`src/rf_frontend_consts.svh`:
```
`ifndef RF_FRONTEND_CONSTS_SVH
`define RF_FRONTEND_CONSTS_SVH

// Register indexes as printed; byte address is four times the index.
`define RF_IDX_TX_CLOCK_CONTROL    8'h21
`define RF_IDX_RX_FRONTEND_CONTROL 8'h22
`define RF_IDX_FIELD_LEVEL_DET     8'h23
`define RF_IDX_CHIP_STATUS_FLAGS   8'h24
`define RF_IDX_TEMP_SENSOR_CONTROL 8'h25
`define RF_IDX_CARD_CHECK_RESULT   8'h26
`define RF_IDX_TX_POWER_CONFIG     8'h27

// Writable bit masks per register.
`define RF_MASK_TX_CLOCK   32'h0000_00FF
`define RF_MASK_RX_FRONT   32'h0000_00FF
`define RF_MASK_FIELD_DET  32'h0000_7FFF
`define RF_MASK_TEMP       32'h0000_000F
`define RF_MASK_CARD_CHECK 32'h0000_3FFF
`define RF_MASK_TX_POWER   32'h000F_FFFF

// Reset values.
`define RF_RST_ZERO 32'h0000_0000

// Field positions.
`define RF_POS_DRV2_INV_READER 7
`define RF_POS_DRV2_INV_CARD   6
`define RF_POS_DRV1_INV_READER 5
`define RF_POS_DRV1_INV_CARD   4
`define RF_POS_PHASE_LOOP_ON   0
`define RF_POS_NFD_POWERDOWN   14
`define RF_POS_TEMP_HYST       3
`define RF_POS_TEMP_ENABLE     2
`define RF_POS_FORCE_MAX       3
`define RF_POS_REF_TO_SUPPLY   0

`endif

```
`src/rf_frontend_pkg.sv`:
```
package rf_frontend_pkg;

  typedef enum logic [1:0] {
    MIX_OFF_A,
    MIX_READER,
    MIX_CARD,
    MIX_OFF_B
  } mixer_sel_e;

  typedef enum logic [1:0] {
    FDET_NEAR_FIELD,
    FDET_LEVEL_DET,
    FDET_BOTH,
    FDET_FORCED
  } field_source_e;

  typedef enum logic [1:0] {
    CHK_IDLE,
    CHK_MEASURE,
    CHK_DONE
  } check_state_e;

endpackage : rf_frontend_pkg

```
`src/rf_frontend_control_regs.sv`:
```
`timescale 1ns/100ps
`include "rf_frontend_consts.svh"

module rf_frontend_control_regs #(
  parameter int ADDR_W = 8
) (
  // Clock and reset
  input  wire logic              core_clk_i,
  input  wire logic              srst_i,
  // Register port
  input  wire logic [ADDR_W-1:0] reg_addr_i,
  input  wire logic [31:0]       reg_wdata_i,
  input  wire logic              reg_write_i,
  input  wire logic              reg_read_i,
  output logic      [31:0]       reg_rdata_o,
  // Carrier clocks and driver outputs
  input  wire logic              carrier_clock_i,
  output logic                   drv1_tx_clk_o,
  output logic                   drv2_tx_clk_o,
  input  wire logic              reader_mode_i,
  output logic      [2:0]        reader_tx_clocking_sel_o,
  output logic                   phase_loop_on_o,
  // Receiver settings
  output logic                   reader_mixer_en_o,
  output logic                   card_mixer_en_o,
  output logic      [1:0]        highpass_corner_sel_o,
  output logic      [1:0]        baseband_gain_sel_o,
  output logic      [1:0]        miller_demod_ref_level_o,
  // Field detection
  input  wire logic              near_field_detected_i,
  input  wire logic              level_detected_i,
  output logic                   field_present_o,
  output logic                   near_field_detector_powerdown_o,
  output logic      [3:0]        near_field_detect_level_o,
  output logic      [3:0]        level_detector_ref_a_o,
  output logic      [3:0]        level_detector_ref_b_o,
  // Status sources from the system
  input  wire logic [2:0]        host_error_flags_i,
  input  wire logic              standby_blocked_by_field_i,
  input  wire logic [4:0]        boot_cause_i,
  // Temperature sensor
  output logic                   temp_sensor_on_o,
  output logic                   thermal_hysteresis_on_o,
  output logic      [1:0]        temp_threshold_sel_o,
  // Card check measurement
  output logic                   card_check_start_o,
  output logic                   card_check_busy_o,
  input  wire logic              card_check_done_i,
  input  wire logic [3:0]        power_gear_reading_i,
  input  wire logic [9:0]        gain_control_reading_i,
  output logic      [13:0]       card_detect_reference_o,
  // Transmitter power control
  output logic      [3:0]        card_carrier_conductance_o,
  output logic      [3:0]        card_modulation_conductance_o,
  output logic      [3:0]        reader_modulation_conductance_o,
  output logic      [3:0]        reader_carrier_conductance_o,
  output logic                   reader_carrier_force_max_o,
  output logic      [1:0]        reader_carrier_amplitude_o,
  output logic                   carrier_ref_to_tx_supply_o
);

  logic [31:0] tx_clock_q;
  logic [31:0] rx_front_q;
  logic [31:0] field_det_q;
  logic [31:0] temp_q;
  logic [31:0] card_ref_q;
  logic [31:0] card_result_q;
  logic [31:0] tx_power_q;
  logic [31:0] rdata_d;
  logic [31:0] rdata_q;
  logic [8:0]  status_seen;
  localparam int PIN_SYNC_W = 11;
  logic [PIN_SYNC_W-1:0] async_in;
  logic [PIN_SYNC_W-1:0] async_seen;
  logic        field_present_q;
  logic        reader_mixer_q;
  logic        card_mixer_q;
  logic        check_launch;
  logic [1:0]  inv_reader;
  logic [1:0]  inv_card;
  logic [1:0]  drv_clk;
  rf_frontend_pkg::mixer_sel_e    mixer_sel;
  rf_frontend_pkg::field_source_e fsrc;
  rf_frontend_pkg::check_state_e  chk_q;

  // Register index: byte address divided by four.
  function automatic logic [ADDR_W-1:0] reg_index(input logic [ADDR_W-1:0] addr);
    reg_index = addr >> 2;
  endfunction : reg_index

  function automatic logic hit(input logic [ADDR_W-1:0] addr, input logic [7:0] idx);
    hit = (reg_index(addr) == ADDR_W'(idx));
  endfunction : hit

  always_ff @(posedge core_clk_i) begin
    if (srst_i) begin
      tx_clock_q <= `RF_RST_ZERO;
    end else if (reg_write_i && hit(reg_addr_i, `RF_IDX_TX_CLOCK_CONTROL)) begin
      tx_clock_q <= reg_wdata_i & `RF_MASK_TX_CLOCK;
    end
  end

  always_ff @(posedge core_clk_i) begin
    if (srst_i) begin
      rx_front_q <= `RF_RST_ZERO;
    end else if (reg_write_i && hit(reg_addr_i, `RF_IDX_RX_FRONTEND_CONTROL)) begin
      rx_front_q <= reg_wdata_i & `RF_MASK_RX_FRONT;
    end
  end

  always_ff @(posedge core_clk_i) begin
    if (srst_i) begin
      field_det_q <= `RF_RST_ZERO;
    end else if (reg_write_i && hit(reg_addr_i, `RF_IDX_FIELD_LEVEL_DET)) begin
      field_det_q <= reg_wdata_i & `RF_MASK_FIELD_DET;
    end
  end

  always_ff @(posedge core_clk_i) begin
    if (srst_i) begin
      temp_q <= `RF_RST_ZERO;
    end else if (reg_write_i && hit(reg_addr_i, `RF_IDX_TEMP_SENSOR_CONTROL)) begin
      temp_q <= reg_wdata_i & `RF_MASK_TEMP;
    end
  end

  always_ff @(posedge core_clk_i) begin
    if (srst_i) begin
      tx_power_q <= `RF_RST_ZERO;
    end else if (reg_write_i && hit(reg_addr_i, `RF_IDX_TX_POWER_CONFIG)) begin
      tx_power_q <= reg_wdata_i & `RF_MASK_TX_POWER;
    end
  end

  always_ff @(posedge core_clk_i) begin
    if (srst_i) begin
      card_ref_q <= `RF_RST_ZERO;
    end else if (reg_write_i && hit(reg_addr_i, `RF_IDX_CARD_CHECK_RESULT)) begin
      card_ref_q <= reg_wdata_i & `RF_MASK_CARD_CHECK;
    end
  end

  // Check sequence: a read launches one measurement; reads during it do not restart it.
  // read launches check
  always_ff @(posedge core_clk_i) begin
    if (srst_i) begin
      chk_q <= rf_frontend_pkg::CHK_IDLE;
    end else begin
      unique case (chk_q)
        rf_frontend_pkg::CHK_IDLE: begin
          if (check_launch) begin
            chk_q <= rf_frontend_pkg::CHK_MEASURE;
          end
        end
        rf_frontend_pkg::CHK_MEASURE: begin
          if (card_check_done_i) begin
            chk_q <= rf_frontend_pkg::CHK_DONE;
          end
        end
        rf_frontend_pkg::CHK_DONE: begin
          chk_q <= rf_frontend_pkg::CHK_IDLE;
        end
        default: begin
          chk_q <= rf_frontend_pkg::CHK_IDLE;
        end
      endcase
    end
  end

  always_ff @(posedge core_clk_i) begin
    if (srst_i) begin
      card_result_q <= `RF_RST_ZERO;
    end else if (chk_q == rf_frontend_pkg::CHK_MEASURE && card_check_done_i) begin
      card_result_q <= {18'h0_0000, power_gear_reading_i, gain_control_reading_i};
    end
  end

  // Detector and status pins arrive from other clock domains. Each bit passes three stages, and a
  // change is taken only once stages two and three agree, so a one-cycle glitch never gets through.
  assign async_in = {host_error_flags_i, standby_blocked_by_field_i, boot_cause_i,
                     near_field_detected_i, level_detected_i};

  for (genvar g = 0; g < PIN_SYNC_W; g++) begin : g_pin_sync
    logic [2:0] stage_q;
    logic       agreed_q;
    always_ff @(posedge core_clk_i) begin
      if (srst_i) begin
        stage_q <= 3'h0;
      end else begin
        stage_q <= {stage_q[1:0], async_in[g]};
      end
    end
    always_ff @(posedge core_clk_i) begin
      if (srst_i) begin
        agreed_q <= 1'h0;
      end else if (stage_q[1] == stage_q[2]) begin
        agreed_q <= stage_q[2];
      end
    end
    assign async_seen[g] = agreed_q;
  end : g_pin_sync

  assign status_seen = async_seen[10:2];

  always_comb begin
    rdata_d = 32'h0000_0000;
    if (reg_read_i) begin
      unique case (reg_index(reg_addr_i))
        ADDR_W'(`RF_IDX_TX_CLOCK_CONTROL):    rdata_d = tx_clock_q;
        ADDR_W'(`RF_IDX_RX_FRONTEND_CONTROL): rdata_d = rx_front_q;
        ADDR_W'(`RF_IDX_FIELD_LEVEL_DET):     rdata_d = field_det_q;
        ADDR_W'(`RF_IDX_CHIP_STATUS_FLAGS):   rdata_d = {23'h00_0000, status_seen};
        ADDR_W'(`RF_IDX_TEMP_SENSOR_CONTROL): rdata_d = temp_q;
        ADDR_W'(`RF_IDX_CARD_CHECK_RESULT):   rdata_d = card_result_q;
        ADDR_W'(`RF_IDX_TX_POWER_CONFIG):     rdata_d = tx_power_q;
        default:                              rdata_d = 32'h0000_0000;
      endcase
    end
  end

  // Read data stands only in the cycle after the strobe, zero otherwise.
  always_ff @(posedge core_clk_i) begin
    if (srst_i) begin
      rdata_q <= 32'h0000_0000;
    end else begin
      rdata_q <= rdata_d;
    end
  end

  assign reg_rdata_o = rdata_q;

  assign inv_reader = {tx_clock_q[`RF_POS_DRV2_INV_READER], tx_clock_q[`RF_POS_DRV1_INV_READER]};
  assign inv_card   = {tx_clock_q[`RF_POS_DRV2_INV_CARD], tx_clock_q[`RF_POS_DRV1_INV_CARD]};
  // The carrier is a separate analog-rate clock; this XOR is the only logic it sees.
  // Index 0 is driver one and index 1 driver two.
  for (genvar d = 0; d < 2; d++) begin : g_driver
    assign drv_clk[d] = carrier_clock_i ^ (reader_mode_i ? inv_reader[d] : inv_card[d]);
  end : g_driver
  assign drv1_tx_clk_o = drv_clk[0];
  assign drv2_tx_clk_o = drv_clk[1];

  assign reader_tx_clocking_sel_o = tx_clock_q[3:1];
  assign phase_loop_on_o          = tx_clock_q[`RF_POS_PHASE_LOOP_ON];

  // mixer decode
  // Decoding as the field is written keeps both enables on flip-flops, free of decode glitches.
  assign mixer_sel = rf_frontend_pkg::mixer_sel_e'(reg_wdata_i[5:4]);
  always_ff @(posedge core_clk_i) begin
    if (srst_i) begin
      reader_mixer_q <= 1'h0;
      card_mixer_q   <= 1'h0;
    end else if (reg_write_i && hit(reg_addr_i, `RF_IDX_RX_FRONTEND_CONTROL)) begin
      reader_mixer_q <= (mixer_sel == rf_frontend_pkg::MIX_READER);
      card_mixer_q   <= (mixer_sel == rf_frontend_pkg::MIX_CARD);
    end
  end
  assign reader_mixer_en_o = reader_mixer_q;
  assign card_mixer_en_o   = card_mixer_q;
  assign highpass_corner_sel_o    = rx_front_q[3:2];
  assign baseband_gain_sel_o      = rx_front_q[1:0];
  assign miller_demod_ref_level_o = rx_front_q[7:6];

  assign fsrc = rf_frontend_pkg::field_source_e'(field_det_q[13:12]);
  // Registered so the indication moves once per clock, one cycle after the pin filter.
  always_ff @(posedge core_clk_i) begin
    if (srst_i) begin
      field_present_q <= 1'h0;
    end else begin
      unique case (fsrc)
        rf_frontend_pkg::FDET_NEAR_FIELD: field_present_q <= async_seen[1];
        rf_frontend_pkg::FDET_LEVEL_DET:  field_present_q <= async_seen[0];
        rf_frontend_pkg::FDET_BOTH:       field_present_q <= async_seen[1] | async_seen[0];
        rf_frontend_pkg::FDET_FORCED:     field_present_q <= 1'h1;
      endcase
    end
  end
  assign field_present_o = field_present_q;
  assign near_field_detector_powerdown_o = field_det_q[`RF_POS_NFD_POWERDOWN];
  assign near_field_detect_level_o       = field_det_q[11:8];
  assign level_detector_ref_a_o          = field_det_q[7:4];
  assign level_detector_ref_b_o          = field_det_q[3:0];

  assign temp_threshold_sel_o    = temp_q[1:0];
  assign temp_sensor_on_o        = temp_q[`RF_POS_TEMP_ENABLE];
  assign thermal_hysteresis_on_o = temp_q[`RF_POS_TEMP_HYST];

  // A read of the result register launches a check only from idle; a read while busy just returns data.
  assign check_launch            = (chk_q == rf_frontend_pkg::CHK_IDLE) && reg_read_i
                                   && hit(reg_addr_i, `RF_IDX_CARD_CHECK_RESULT);
  assign card_check_start_o      = check_launch;
  assign card_check_busy_o       = (chk_q == rf_frontend_pkg::CHK_MEASURE);
  assign card_detect_reference_o = card_ref_q[13:0];

  assign card_carrier_conductance_o      = tx_power_q[19:16];
  assign card_modulation_conductance_o   = tx_power_q[15:12];
  assign reader_modulation_conductance_o = tx_power_q[11:8];
  assign reader_carrier_conductance_o    = tx_power_q[7:4];
  assign reader_carrier_force_max_o = tx_power_q[`RF_POS_FORCE_MAX];
  assign reader_carrier_amplitude_o = tx_power_q[2:1];
  assign carrier_ref_to_tx_supply_o = tx_power_q[`RF_POS_REF_TO_SUPPLY];

endmodule : rf_frontend_control_regs

```
`config.mk`:
```
export PLATFORM = sky130hd
export DESIGN_NAME = rf_frontend_control_regs
export DESIGN_NICKNAME = d
export VERILOG_FILES = /design/src/rf_frontend_pkg.sv /design/src/rf_frontend_control_regs.sv
export VERILOG_INCLUDE_DIRS = /design/src /design/src/src
export SDC_FILE = /design/constraint.sdc
export NUM_CORES = 1
export LEC_CHECK = 0
export BUFFER_PORTS_ARGS = -buffer_cell sky130_fd_sc_hd__buf_4
export CELL_PAD_IN_SITES_DETAIL_PLACEMENT = 1
export CELL_PAD_IN_SITES_GLOBAL_PLACEMENT = 1
export CORE_ASPECT_RATIO = 1.75
export CORE_MARGIN = 10
export CORE_UTILIZATION = 41
export DETAILED_ROUTE_END_ITERATION = 10
export PLACE_DENSITY_LB_ADDON = 0.1
export SLEW_MARGIN = 10
export SYNTH_ARGS = -nofsm -noshare
export SYNTH_HDL_FRONTEND = slang
export SYNTH_SLANG_ARGS = --single-unit
export TNS_END_PERCENT = 30
```
`constraint.sdc`:
```
create_clock -name core_clk_i -period 3 [get_ports core_clk_i]
set_input_delay 0.6 -clock core_clk_i [delete_from_list [all_inputs] [get_ports core_clk_i]]
set_output_delay 0.6 -clock core_clk_i [all_outputs]
set_load 0.02 [all_outputs]
```
==> run_summary.xml, run 1 <==
<?xml version="1.0" encoding="UTF-8"?>
<metrics>
  <group name="logic_synthesis">
    <metric name="synth-seq-cells" unit="">152</metric>
    <metric name="synth_area_leaders" unit="">dfxtp_1, nand2_1, a21oi_1</metric>
    <metric name="synth_edf_count" unit="">0</metric>
    <metric name="syn-instance-count" unit="">655</metric>
    <metric name="dominantRegCellSynth" unit="">dfxtp_1</metric>
    <metric name="ys_async_sr_fraction" unit="%">0</metric>
    <metric name="yosys_warnings" unit="">0</metric>
    <metric name="synth_largest_area_cell" unit="">dfxtp_1</metric>
    <metric name="synth.avg_cell_area" unit="sq um">8.97</metric>
    <metric name="cell_variety_after_synth" unit="">41</metric>
    <metric name="mappedNetlistArea" unit="sq um">5880</metric>
    <metric name="synth_seq_area_share" unit="%">51.8</metric>
    <metric name="synthDominantCellAreaShare" unit="%">51.8</metric>
  </group>
  <group name="floorplanning">
    <metric name="floorplan.rows" unit="">57</metric>
    <metric name="fp.dieArea" unit="sq um">19700</metric>
    <metric name="die_width" unit="um">111</metric>
    <metric name="core_area" unit="sq um">14000</metric>
    <metric name="io-pin-count" unit="">172</metric>
    <metric name="initial_utilization" unit="%">42.0</metric>
    <metric name="die_height" unit="um">178</metric>
  </group>
  <group name="worst_setup_path">
    <metric name="criticalPathCategory" unit="">input port to output port</metric>
    <metric name="setup.worst_path.start" unit="">reg_addr_i[4]</metric>
    <metric name="setup.worst_path.start_class" unit="">input port</metric>
    <metric name="worstReg2RegStart" unit="">chk_q[0]$_SDFFE_PP0P_</metric>
    <metric name="worst_path_most_repeated_cell" unit="">buf_4</metric>
    <metric name="worstPathArrival" unit="ns">1.81</metric>
    <metric name="reg2reg_setup_slack" unit="ns">1.52</metric>
    <metric name="critical_path_peak_fanout" unit="">24</metric>
    <metric name="cp.required" unit="ns">2.40</metric>
    <metric name="critPathSlowestCell" unit="">and4bb_4</metric>
    <metric name="worstReg2RegEnd" unit="">card_result_q[7]$_SDFFE_PP0P_</metric>
    <metric name="worstSetupEndpointType" unit="">output port</metric>
    <metric name="crit_chain" unit="">buf_4 -&gt; and4bb_4 -&gt; and2_0 -&gt; and3_1 -&gt; buf_4</metric>
    <metric name="setup.worst_path.end" unit="">card_check_start_o</metric>
    <metric name="r2r_cells" unit="">4</metric>
    <metric name="worst_path_largest_cell_delay" unit="ns">0.33</metric>
  </group>
  <group name="power">
    <metric name="power" unit="mW">4.28</metric>
    <metric name="p_sw" unit="mW">1.00</metric>
    <metric name="power.clock.fraction" unit="%">46.9</metric>
    <metric name="comb_pwr_share" unit="%">5.1</metric>
    <metric name="p_leak" unit="nW">2.99</metric>
    <metric name="power_report.internal_total" unit="mW">3.28</metric>
    <metric name="p_per_area" unit="nW/um^2">577</metric>
    <metric name="seq_power_share" unit="%">47.9</metric>
    <metric name="ir_drop" unit="V">0.000373</metric>
    <metric name="switching_share" unit="%">23.4</metric>
  </group>
  <group name="cts">
    <metric name="clk-insertion-delay-late" unit="ns">0.42</metric>
    <metric name="cts_buffer_depth" unit="">2</metric>
    <metric name="cts_max_level" unit="">4</metric>
    <metric name="cts_resized" unit="">0</metric>
    <metric name="clk_pin_slew" unit="ns">0.06</metric>
    <metric name="clockRootBuffer" unit="">clkbuf_16</metric>
    <metric name="cts_num_sinks" unit="">152</metric>
    <metric name="ctsHoldBuffers" unit="">0</metric>
    <metric name="post-cts-setup-buffers" unit="">0</metric>
    <metric name="cts_buffers" unit="">17</metric>
    <metric name="tritoncts_clock_tree" unit="">yes</metric>
  </group>
  <group name="sta">
    <metric name="post-route-period-util" unit="%">80.2</metric>
    <metric name="max-slew-margin-rel" unit="%">42.9</metric>
    <metric name="grt_setup_unrepaired" unit="">no</metric>
    <metric name="fin_setup_tns" unit="ns">0</metric>
    <metric name="finalSetupViolations" unit="">0</metric>
    <metric name="final_period_minus_worst_setup_slack" unit="ns">2.41</metric>
    <metric name="final_hold_viol_count" unit="">0</metric>
    <metric name="max_slew.worst_pin.slew" unit="ns">0.854</metric>
    <metric name="worst_clock_skew" unit="ns">0.00713</metric>
    <metric name="timing.fmax" unit="GHz">0.416</metric>
    <metric name="max_slew_violation_total_from_the_final_report" unit="">0</metric>
  </group>
  <group name="hold_path">
    <metric name="holdCritPathClass" unit="">input port to flip-flop</metric>
  </group>
  <group name="routing">
    <metric name="drt_iter0_markers" unit="">173</metric>
    <metric name="viasPerCell" unit="">5.10</metric>
    <metric name="post-route-drc-count" unit="">0</metric>
    <metric name="drt_wl_total" unit="um">18000</metric>
    <metric name="number_of_vias_in_the_routed_layout" unit="">4883</metric>
    <metric name="detail_route.wl_per_cell" unit="um">18.8</metric>
    <metric name="drtAntennaViolNets" unit="">0</metric>
    <metric name="first_pass_iters" unit="">4</metric>
  </group>
  <group name="status">
    <metric name="status" unit="">finished, final reports clean</metric>
  </group>
  <group name="grt">
    <metric name="pin_count_of_the_biggest_net_entering_global_routing" unit="">70</metric>
    <metric name="grt_pass1_vias" unit="">5331</metric>
    <metric name="global_route_wire_length_before_repair" unit="um">28200</metric>
    <metric name="grt_overflow" unit="">0</metric>
    <metric name="gr_usage_total" unit="%">17.9</metric>
    <metric name="antenna_found_initial" unit="">0</metric>
  </group>
  <group name="cells_and_area">
    <metric name="mostFrequentLayoutCell" unit="">buf_4</metric>
    <metric name="synthToLayoutAreaGrowth" unit="%">26.2</metric>
    <metric name="drive_gt1_share" unit="%">26.3</metric>
    <metric name="antenna_cells" unit="">0</metric>
    <metric name="filler_cell_count" unit="">1679</metric>
    <metric name="finalNetCount" unit="">840</metric>
    <metric name="final_cell_mix" unit="">buf_4, dfxtp_1, nand2_1</metric>
    <metric name="final-instance-count-excl-fill" unit="">957</metric>
  </group>
  <group name="placed_design">
    <metric name="dpl.hpwl" unit="um">13600</metric>
    <metric name="cells_after_dpl" unit="">926</metric>
    <metric name="port_buffers" unit="">145</metric>
    <metric name="place.gp.congestion" unit="">0.751</metric>
  </group>
  <group name="flow_run">
    <metric name="cap_violations" unit="">0</metric>
  </group>
</metrics>
-- kinds of logic (layout without fill, tap and decap cells) --
kind of cell	count (synthesis)	in the layout	synth area share, %
compound gates	130	130	13.1
xor+xnor	2	2	0.298
buf+inv	78	192	8.01
flops	152	152	51.8
mux	40	40	6.90
other cells	1	12	0.0638
simple gates	252	252	19.8
-- synth_stat cells (all sizes together) (2+ instances only) --
cell / n
nand2b: 3
a22oi: 7
a21oi: 90
dfxtp: 152
a22o: 3
buf: 56
a211oi: 5
nor2b: 40
xnor2: 2
clkbuf: 17
inv: 5
nor2: 32
nand3b: 2
and3: 8
o221ai: 3
nand2: 149
o21ai: 14
mux2i: 36
a221oi: 4
and2: 9
mux2: 4
nor3b: 2
-- state kept, by name, indices dropped and copies added, names as in the netlist, 2 cells and up --
signal and flops:
card_result_q 14, field_det_q 15, tx_power_q 20, reg_rdata_o 20
chk_q 2, card_ref_q 14, tx_clock_q 8, temp_q 4
rx_front_q 8, g_pin_sync.agreed_q 11, g_pin_sync.stage_q 33
-- layout make-up --
cell class                      instances  area (sq um)  area share [%]
Timing Repair Buffer                  156          1170            15.8
Clock buffer                           18           429            5.79
Multi-Input combinational cell        436          2410            32.5
Sequential cell                       152          3040            41.0
Inverter                                5          18.8           0.253
Tap cell                              177           221            2.99
Clock inverter                         13           121            1.64
-- power by group through the flow --
stage | Sequential, mW | Clock, mW | Combinational [mW]
floorplan | 2.10 | 0 | 0.119
global placement | 2.09 | 0 | 0.213
detailed placement | 2.10 | 0 | 0.219
CTS | 2.05 | 2.04 | 0.220
global route | 2.05 | 2.14 | 0.237
finish | 2.05 | 2.01 | 0.219
-- through the flow --
stage	setup slack, ns	util [%]	area, sq um	hold slack [ns]
2_1_floorplan	0.931	-	5920	0.414
3_3_place_gp	0.588	49.1	6870	0.417
3_5_place_dp	0.567	49.1	6870	0.434
4_1_cts	0.568	53.1	7420	0.378
5_1_grt	0.516	53.1	7420	0.380
6_report	0.595	53.1	7420	0.392
-- routing by layer --
layer	vias to the layer above	track usage (%)	share of wire [%]
met5	-	0	0
met4	0	7.35	2.4
met3	23	4.74	4.7
met2	138	33.7	54
met1	2369	18.2	38
li1	2353	-	-
-- worst max-delay path, delay by kind of cell --
kind / cells / cell delay [ns]
buf+inv: 2 / 0.44
simple gates: 3 / 0.77
-- worst min path at each step --
| stage | end | cells past startpoint | start |
|---|---|---|---|
| CTS | g_pin_sync[6].stage_q[0]$_SDFF_PP0_ | 2 | boot_cause_i[4] |
| global route | g_pin_sync[6].stage_q[0]$_SDFF_PP0_ | 2 | boot_cause_i[4] |
| finish | g_pin_sync[6].stage_q[0]$_SDFF_PP0_ | 2 | boot_cause_i[4] |
| detailed placement | g_pin_sync[6].stage_q[1]$_SDFF_PP0_ | 1 | g_pin_sync[6].stage_q[0]$_SDFF_PP0_ |
| floorplan | g_pin_sync[0].stage_q[1]$_SDFF_PP0_ | 1 | g_pin_sync[0].stage_q[0]$_SDFF_PP0_ |
| global placement | g_pin_sync[7].stage_q[1]$_SDFF_PP0_ | 1 | g_pin_sync[7].stage_q[0]$_SDFF_PP0_ |
Power figures use the tool's default switching activity.
==> run 2, diff against run 1 <==
CORE_UTILIZATION = 34   (was 41)
clock period = 1.98 ns   (was 3 ns; I/O delays follow)
==> run 2 against run 1 <==
  * Global-route usage down 2.1 points
  * Count of clock-buffer cells in the layout down 1
  * Sequential share of layout area down 1.4 points
  * Worst hold slack worse by 0.22 ns
  * Register-to-register slack worse by 0.94 ns
  * Largest cell class unchanged
==> run_summary.xml, run 2 (synthesis results as in run 1) <==
<?xml version="1.0" encoding="UTF-8"?>
<metrics>
  <group name="worst_setup_path">
    <metric name="setup.worst_path.start" unit="">reg_addr_i[6]</metric>
    <metric name="crit_chain" unit="">buf_4 -&gt; and4bb_4 -&gt; and2_0 -&gt; and3_1 -&gt; buf_4</metric>
    <metric name="r2r_cells" unit="">4</metric>
    <metric name="setup.worst_path.start_class" unit="">input port</metric>
    <metric name="worst-path-buf-inv" unit="">2</metric>
    <metric name="worst_path_most_repeated_cell" unit="">buf_4</metric>
    <metric name="criticalPathCategory" unit="">input port to output port</metric>
    <metric name="worstSetupEndpointType" unit="">output port</metric>
    <metric name="reg2reg_setup_slack" unit="ns">0.58</metric>
    <metric name="worstPathArrival" unit="ns">1.43</metric>
    <metric name="crit_family" unit="">simple AND/OR/NAND/NOR gates</metric>
    <metric name="worstReg2RegStart" unit="">chk_q[0]$_SDFFE_PP0P_</metric>
    <metric name="critical_path_peak_fanout" unit="">3</metric>
    <metric name="worstReg2RegEnd" unit="">card_result_q[4]$_SDFFE_PP0P_</metric>
    <metric name="cp.required" unit="ns">1.58</metric>
    <metric name="critPathSlowestCell" unit="">and4bb_4</metric>
    <metric name="worst_path_largest_cell_delay" unit="ns">0.33</metric>
  </group>
  <group name="grt">
    <metric name="global_route_wire_length_before_repair" unit="um">28800</metric>
    <metric name="grt_overflow" unit="">0</metric>
    <metric name="antenna_found_initial" unit="">0</metric>
    <metric name="gr_usage_total" unit="%">15.8</metric>
    <metric name="grt_pass1_vias" unit="">5179</metric>
    <metric name="pin_count_of_the_biggest_net_entering_global_routing" unit="">133</metric>
  </group>
  <group name="routing">
    <metric name="viasPerCell" unit="">4.77</metric>
    <metric name="post-route-drc-count" unit="">0</metric>
    <metric name="drt_wl_total" unit="um">18600</metric>
    <metric name="number_of_vias_in_the_routed_layout" unit="">4888</metric>
    <metric name="detail_route.wl_per_cell" unit="um">18.1</metric>
    <metric name="drtAntennaViolNets" unit="">0</metric>
    <metric name="first_pass_iters" unit="">4</metric>
    <metric name="drt_iter0_markers" unit="">159</metric>
  </group>
  <group name="power">
    <metric name="power" unit="mW">6.61</metric>
    <metric name="p_leak" unit="nW">3.10</metric>
    <metric name="ir_drop" unit="V">0.000505</metric>
    <metric name="p_per_area" unit="nW/um^2">862</metric>
  </group>
  <group name="cts">
    <metric name="clk-insertion-delay-late" unit="ns">0.43</metric>
    <metric name="cts_num_sinks" unit="">152</metric>
    <metric name="cts_resized" unit="">0</metric>
    <metric name="cts_buffers" unit="">17</metric>
    <metric name="cts_buffer_depth" unit="">2</metric>
    <metric name="cts_max_level" unit="">4</metric>
    <metric name="tritoncts_clock_tree" unit="">yes</metric>
    <metric name="post-cts-setup-buffers" unit="">0</metric>
    <metric name="clk_pin_slew" unit="ns">0.07</metric>
    <metric name="ctsHoldBuffers" unit="">0</metric>
    <metric name="clockRootBuffer" unit="">clkbuf_16</metric>
  </group>
  <group name="sta">
    <metric name="finalSetupViolations" unit="">0</metric>
    <metric name="max-slew-margin-rel" unit="%">58.8</metric>
    <metric name="final_hold_viol_count" unit="">0</metric>
    <metric name="timing.fmax" unit="GHz">0.548</metric>
    <metric name="final_period_minus_worst_setup_slack" unit="ns">1.83</metric>
    <metric name="max_slew.worst_pin.slew" unit="ns">0.618</metric>
    <metric name="max_slew_violation_total_from_the_final_report" unit="">0</metric>
    <metric name="grt_setup_unrepaired" unit="">no</metric>
    <metric name="post-route-period-util" unit="%">92.2</metric>
    <metric name="worst_clock_skew" unit="ns">0.00790</metric>
    <metric name="fin_setup_tns" unit="ns">0</metric>
  </group>
  <group name="cells_and_area">
    <metric name="antenna_cells" unit="">0</metric>
    <metric name="registers.top_by_ff_count" unit="">g_pin_sync.stage_q</metric>
    <metric name="drive_gt1_share" unit="%">28.1</metric>
    <metric name="finalNetCount" unit="">857</metric>
    <metric name="mostFrequentLayoutCell" unit="">buf_4</metric>
    <metric name="synthToLayoutAreaGrowth" unit="%">30.5</metric>
    <metric name="postLayoutCoreUtil" unit="%">45.3</metric>
    <metric name="final_cell_mix" unit="">buf_4, dfxtp_1, nand2_1</metric>
    <metric name="flip_flop_count_of_the_largest_register_all_copies_and_words_added" unit="">33</metric>
  </group>
  <group name="placed_design">
    <metric name="place.gp.congestion" unit="">0.793</metric>
    <metric name="port_buffers" unit="">145</metric>
    <metric name="dpl.hpwl" unit="um">14100</metric>
  </group>
  <group name="floorplanning">
    <metric name="die_width" unit="um">119</metric>
    <metric name="die_height" unit="um">194</metric>
    <metric name="core_area" unit="sq um">16900</metric>
    <metric name="io-pin-count" unit="">172</metric>
    <metric name="fp.dieArea" unit="sq um">23200</metric>
    <metric name="initial_utilization" unit="%">34.7</metric>
    <metric name="floorplan.rows" unit="">63</metric>
  </group>
  <group name="hold_path">
    <metric name="hold_path_depth" unit="">2</metric>
    <metric name="holdCritPathClass" unit="">input port to flip-flop</metric>
    <metric name="worst_hold_path.endpoint" unit="">g_pin_sync[3].stage_q[0]$_SDFF_PP0_</metric>
    <metric name="min-delay-start" unit="">boot_cause_i[1]</metric>
  </group>
  <group name="flow_run">
    <metric name="cap_violations" unit="">0</metric>
  </group>
  <group name="status">
    <metric name="status" unit="">finished, final reports clean</metric>
  </group>
</metrics>
==> run 2: cell count changes in the layout (fill, tap and decap cells not counted), moves of 2 or more <==
| cell | before | now |
|---|---|---|
| buf_4 | 156 | 170 |
| inv_8 | 0 | 7 |
| buf_12 | 0 | 3 |
| clkinv_4 | 3 | 0 |
| clkinv_2 | 3 | 1 |
==> run 2: cell type report <==
type	instances	area, sq um
fill	2032	9280
clock inverter	15	150
sequential	152	3040
clock buffer	17	425
timing repair buffer	173	1340
inverter	5	18.8
multi-input combinational	436	2410
tap	227	284
==> run 2: metrics by stage <==
step | hold WS [ns] | instances | area, sq um | worst slack [ns]
final | 0.175 | 1025 | 7670 | 0.154
after global routing | 0.160 | 1025 | 7670 | 0.126
after floorplan | 0.414 | 666 | 5920 | 0.319
after detailed placement | 0.430 | 993 | 7090 | 0.121
after global placement | 0.416 | 993 | 7090 | 0.144
after CTS | 0.160 | 1025 | 7670 | 0.118
==> run 2: worst max-delay path by stage <==
stage                         end  slack, ns  cells past startpoint
2_1_floorplan  card_check_start_o       0.32                      4
4_1_cts        card_check_start_o       0.12                      5
6_report       card_check_start_o       0.15                      5
5_1_grt        card_check_start_o       0.13                      5
3_5_place_dp   card_check_start_o       0.12                      5
3_3_place_gp   card_check_start_o       0.14                      5
==> run 2: metal layers <==
layer  track usage [%]  part of all wire, %
met1              16.9                   40
met4              4.92                  1.3
met3              4.34                  5.2
met2              29.1                   54
met5                 0                    0
==> run 2: report_power, final <==
group / internal [mW] / switching, mW
Sequential: 3.09 / 0.0144
Clock: 1.69 / 1.47
Combinational: 0.148 / 0.198
==> run 3, diff against run 2 <==
CORE_UTILIZATION = 36   (was 34)
CTS_BUF_LIST = sky130_fd_sc_hd__clkbuf_4 sky130_fd_sc_hd__clkbuf_8   (was not set)
==> run 3 against run 2 <==
  * Fmax decreased by 0.25%
  * First-iteration DRC count grew 41%
  * Largest cell class unchanged
  * Clock power is 21% lower
  * Clock skew up 0.0050 ns
  * Final cell count shrank 4.1%
  * Final area is 3.4% lower
  * Combinational power barely moved
  * Largest power group is now sequential cells
  * Worst hold slack lost 0.022 ns
==> run_summary.xml, run 3 (synthesis results as in run 1) <==
<?xml version="1.0" encoding="UTF-8"?>
<metrics>
  <group name="routing">
    <metric name="post-route-drc-count" unit="">0</metric>
    <metric name="viasPerCell" unit="">4.97</metric>
    <metric name="first_pass_iters" unit="">5</metric>
    <metric name="detail_route.wl_per_cell" unit="um">18.6</metric>
    <metric name="drt_iter0_markers" unit="">224</metric>
    <metric name="number_of_vias_in_the_routed_layout" unit="">4887</metric>
    <metric name="drtAntennaViolNets" unit="">0</metric>
    <metric name="drt_wl_total" unit="um">18200</metric>
  </group>
  <group name="placed_design">
    <metric name="place.gp.congestion" unit="">0.840</metric>
    <metric name="port_buffers" unit="">145</metric>
    <metric name="dpl.hpwl" unit="um">14000</metric>
    <metric name="place_worst_setup_slack" unit="ns">0.148</metric>
    <metric name="placement.cell_area" unit="sq um">6990</metric>
  </group>
  <group name="sta">
    <metric name="timing.fmax" unit="GHz">0.546</metric>
    <metric name="max_slew.worst_pin.slew" unit="ns">0.624</metric>
    <metric name="grt_setup_unrepaired" unit="">no</metric>
    <metric name="max-slew-margin-rel" unit="%">58.4</metric>
    <metric name="pnr_worst_setup_slack" unit="ns">0.149</metric>
    <metric name="final_hold_viol_count" unit="">0</metric>
    <metric name="finalSetupViolations" unit="">0</metric>
    <metric name="post-route-period-util" unit="%">92.5</metric>
    <metric name="max_slew_violation_total_from_the_final_report" unit="">0</metric>
    <metric name="final_period_minus_worst_setup_slack" unit="ns">1.83</metric>
    <metric name="worst_clock_skew" unit="ns">0.0129</metric>
    <metric name="fin_setup_tns" unit="ns">0</metric>
  </group>
  <group name="power">
    <metric name="ir_drop" unit="V">0.000398</metric>
    <metric name="p_per_area" unit="nW/um^2">802</metric>
    <metric name="p_leak" unit="nW">3.00</metric>
  </group>
  <group name="worst_setup_path">
    <metric name="worstPathArrival" unit="ns">1.43</metric>
    <metric name="worst_path_most_repeated_cell" unit="">buf_4</metric>
    <metric name="crit_chain" unit="">buf_4 -&gt; and4bb_4 -&gt; and2_0 -&gt; and3_1 -&gt; buf_4</metric>
    <metric name="critPathSlowestCell" unit="">and4bb_4</metric>
    <metric name="worst_path_largest_cell_delay" unit="ns">0.33</metric>
    <metric name="critical_path_peak_fanout" unit="">3</metric>
    <metric name="worstSetupEndpointType" unit="">output port</metric>
    <metric name="setup.worst_path.start_class" unit="">input port</metric>
    <metric name="crit_family" unit="">simple AND/OR/NAND/NOR gates</metric>
    <metric name="cp.required" unit="ns">1.58</metric>
    <metric name="worst-path-buf-inv" unit="">2</metric>
    <metric name="criticalPathCategory" unit="">input port to output port</metric>
  </group>
  <group name="cells_and_area">
    <metric name="final_cell_mix" unit="">buf_4, dfxtp_1, nand2_1</metric>
    <metric name="registers.top_by_ff_count" unit="">g_pin_sync.stage_q</metric>
    <metric name="antenna_cells" unit="">0</metric>
    <metric name="flip_flop_count_of_the_largest_register_all_copies_and_words_added" unit="">33</metric>
    <metric name="mostFrequentLayoutCell" unit="">buf_4</metric>
    <metric name="finish.instance_area" unit="sq um">7410</metric>
    <metric name="drive_gt1_share" unit="%">27.7</metric>
    <metric name="synthToLayoutAreaGrowth" unit="%">26.1</metric>
    <metric name="finalNetCount" unit="">853</metric>
    <metric name="filler_cell_count" unit="">1904</metric>
    <metric name="postLayoutCoreUtil" unit="%">46.5</metric>
  </group>
  <group name="hold_path">
    <metric name="holdCritPathClass" unit="">input port to flip-flop</metric>
  </group>
  <group name="floorplanning">
    <metric name="floorplan.rows" unit="">61</metric>
    <metric name="initial_utilization" unit="%">36.8</metric>
    <metric name="fp.dieArea" unit="sq um">22000</metric>
    <metric name="die_width" unit="um">117</metric>
    <metric name="io-pin-count" unit="">172</metric>
    <metric name="die_height" unit="um">189</metric>
    <metric name="core_area" unit="sq um">16000</metric>
  </group>
  <group name="flow_run">
    <metric name="cap_violations" unit="">0</metric>
  </group>
  <group name="grt">
    <metric name="pin_count_of_the_biggest_net_entering_global_routing" unit="">133</metric>
    <metric name="antenna_found_initial" unit="">0</metric>
    <metric name="grt_overflow" unit="">0</metric>
    <metric name="grt_pass1_vias" unit="">5415</metric>
    <metric name="gr_usage_total" unit="%">16.5</metric>
    <metric name="global_route_wire_length_before_repair" unit="um">28500</metric>
  </group>
  <group name="cts">
    <metric name="clockRootBuffer" unit="">clkbuf_8</metric>
    <metric name="post-cts-setup-buffers" unit="">0</metric>
    <metric name="cts_resized" unit="">0</metric>
    <metric name="tritoncts_clock_tree" unit="">yes</metric>
    <metric name="clk-insertion-delay-late" unit="ns">0.46</metric>
    <metric name="clk_pin_slew" unit="ns">0.09</metric>
    <metric name="cts_num_sinks" unit="">152</metric>
    <metric name="cts_max_level" unit="">4</metric>
    <metric name="ctsHoldBuffers" unit="">0</metric>
    <metric name="cts_buffer_depth" unit="">2</metric>
    <metric name="cts_buffers" unit="">17</metric>
  </group>
  <group name="status">
    <metric name="status" unit="">finished, final reports clean</metric>
  </group>
</metrics>
-- run 3: routing by layer --
| metal | global-route usage (%) | vias to the layer above | wire, um |
|---|---|---|---|
| li1 | - | 2378 | - |
| met1 | 17.3 | 2378 | 7010 |
| met2 | 30.3 | 113 | 9810 |
| met3 | 4.94 | 18 | 1140 |
| met4 | 5.40 | 0 | 281 |
| met5 | 0 | - | 0 |
-- run 3: final cells by class --
type	count	area, sq um	share of cell area (%)
clock buffers	19	262	3.53
multi-input cells	436	2410	32.5
clock inverters	13	159	2.14
well taps	189	236	3.19
inverters	5	18.8	0.253
repair buffers	169	1280	17.3
flip-flops and latches	152	3040	41.1
-- run 3: power breakdown --
part | switching (mW) | total (mW) | internal (mW)
sequential | 0.0149 | 3.10 | 3.09
combinational | 0.197 | 0.344 | 0.146
clock | 1.27 | 2.50 | 1.23
total | 1.48 | 5.94 | 4.46
-- run 3: per-stage QoR --
stage	total power, mW	hold slack, ns	instances
final	5.94	0.153	983
after global routing	6.18	0.128	983
after floorplan	3.36	0.414	666
after detailed placement	3.52	0.428	951
after CTS	6.00	0.136	983
after global placement	3.51	0.416	951
-- run 3: path summary, 6_finish.rpt --
path                                  startpoint                             endpoint  slack [ns]  cells after the start
min                              boot_cause_i[3]  g_pin_sync[5].stage_q[0]$_SDFF_PP0_        0.15                      2
max                                reg_addr_i[6]                   card_check_start_o        0.15                      5
min reg2reg  g_pin_sync[2].stage_q[0]$_SDFF_PP0_  g_pin_sync[2].stage_q[1]$_SDFF_PP0_        0.45                      1
max reg2reg                chk_q[0]$_SDFFE_PP0P_        card_result_q[8]$_SDFFE_PP0P_        0.57                      4
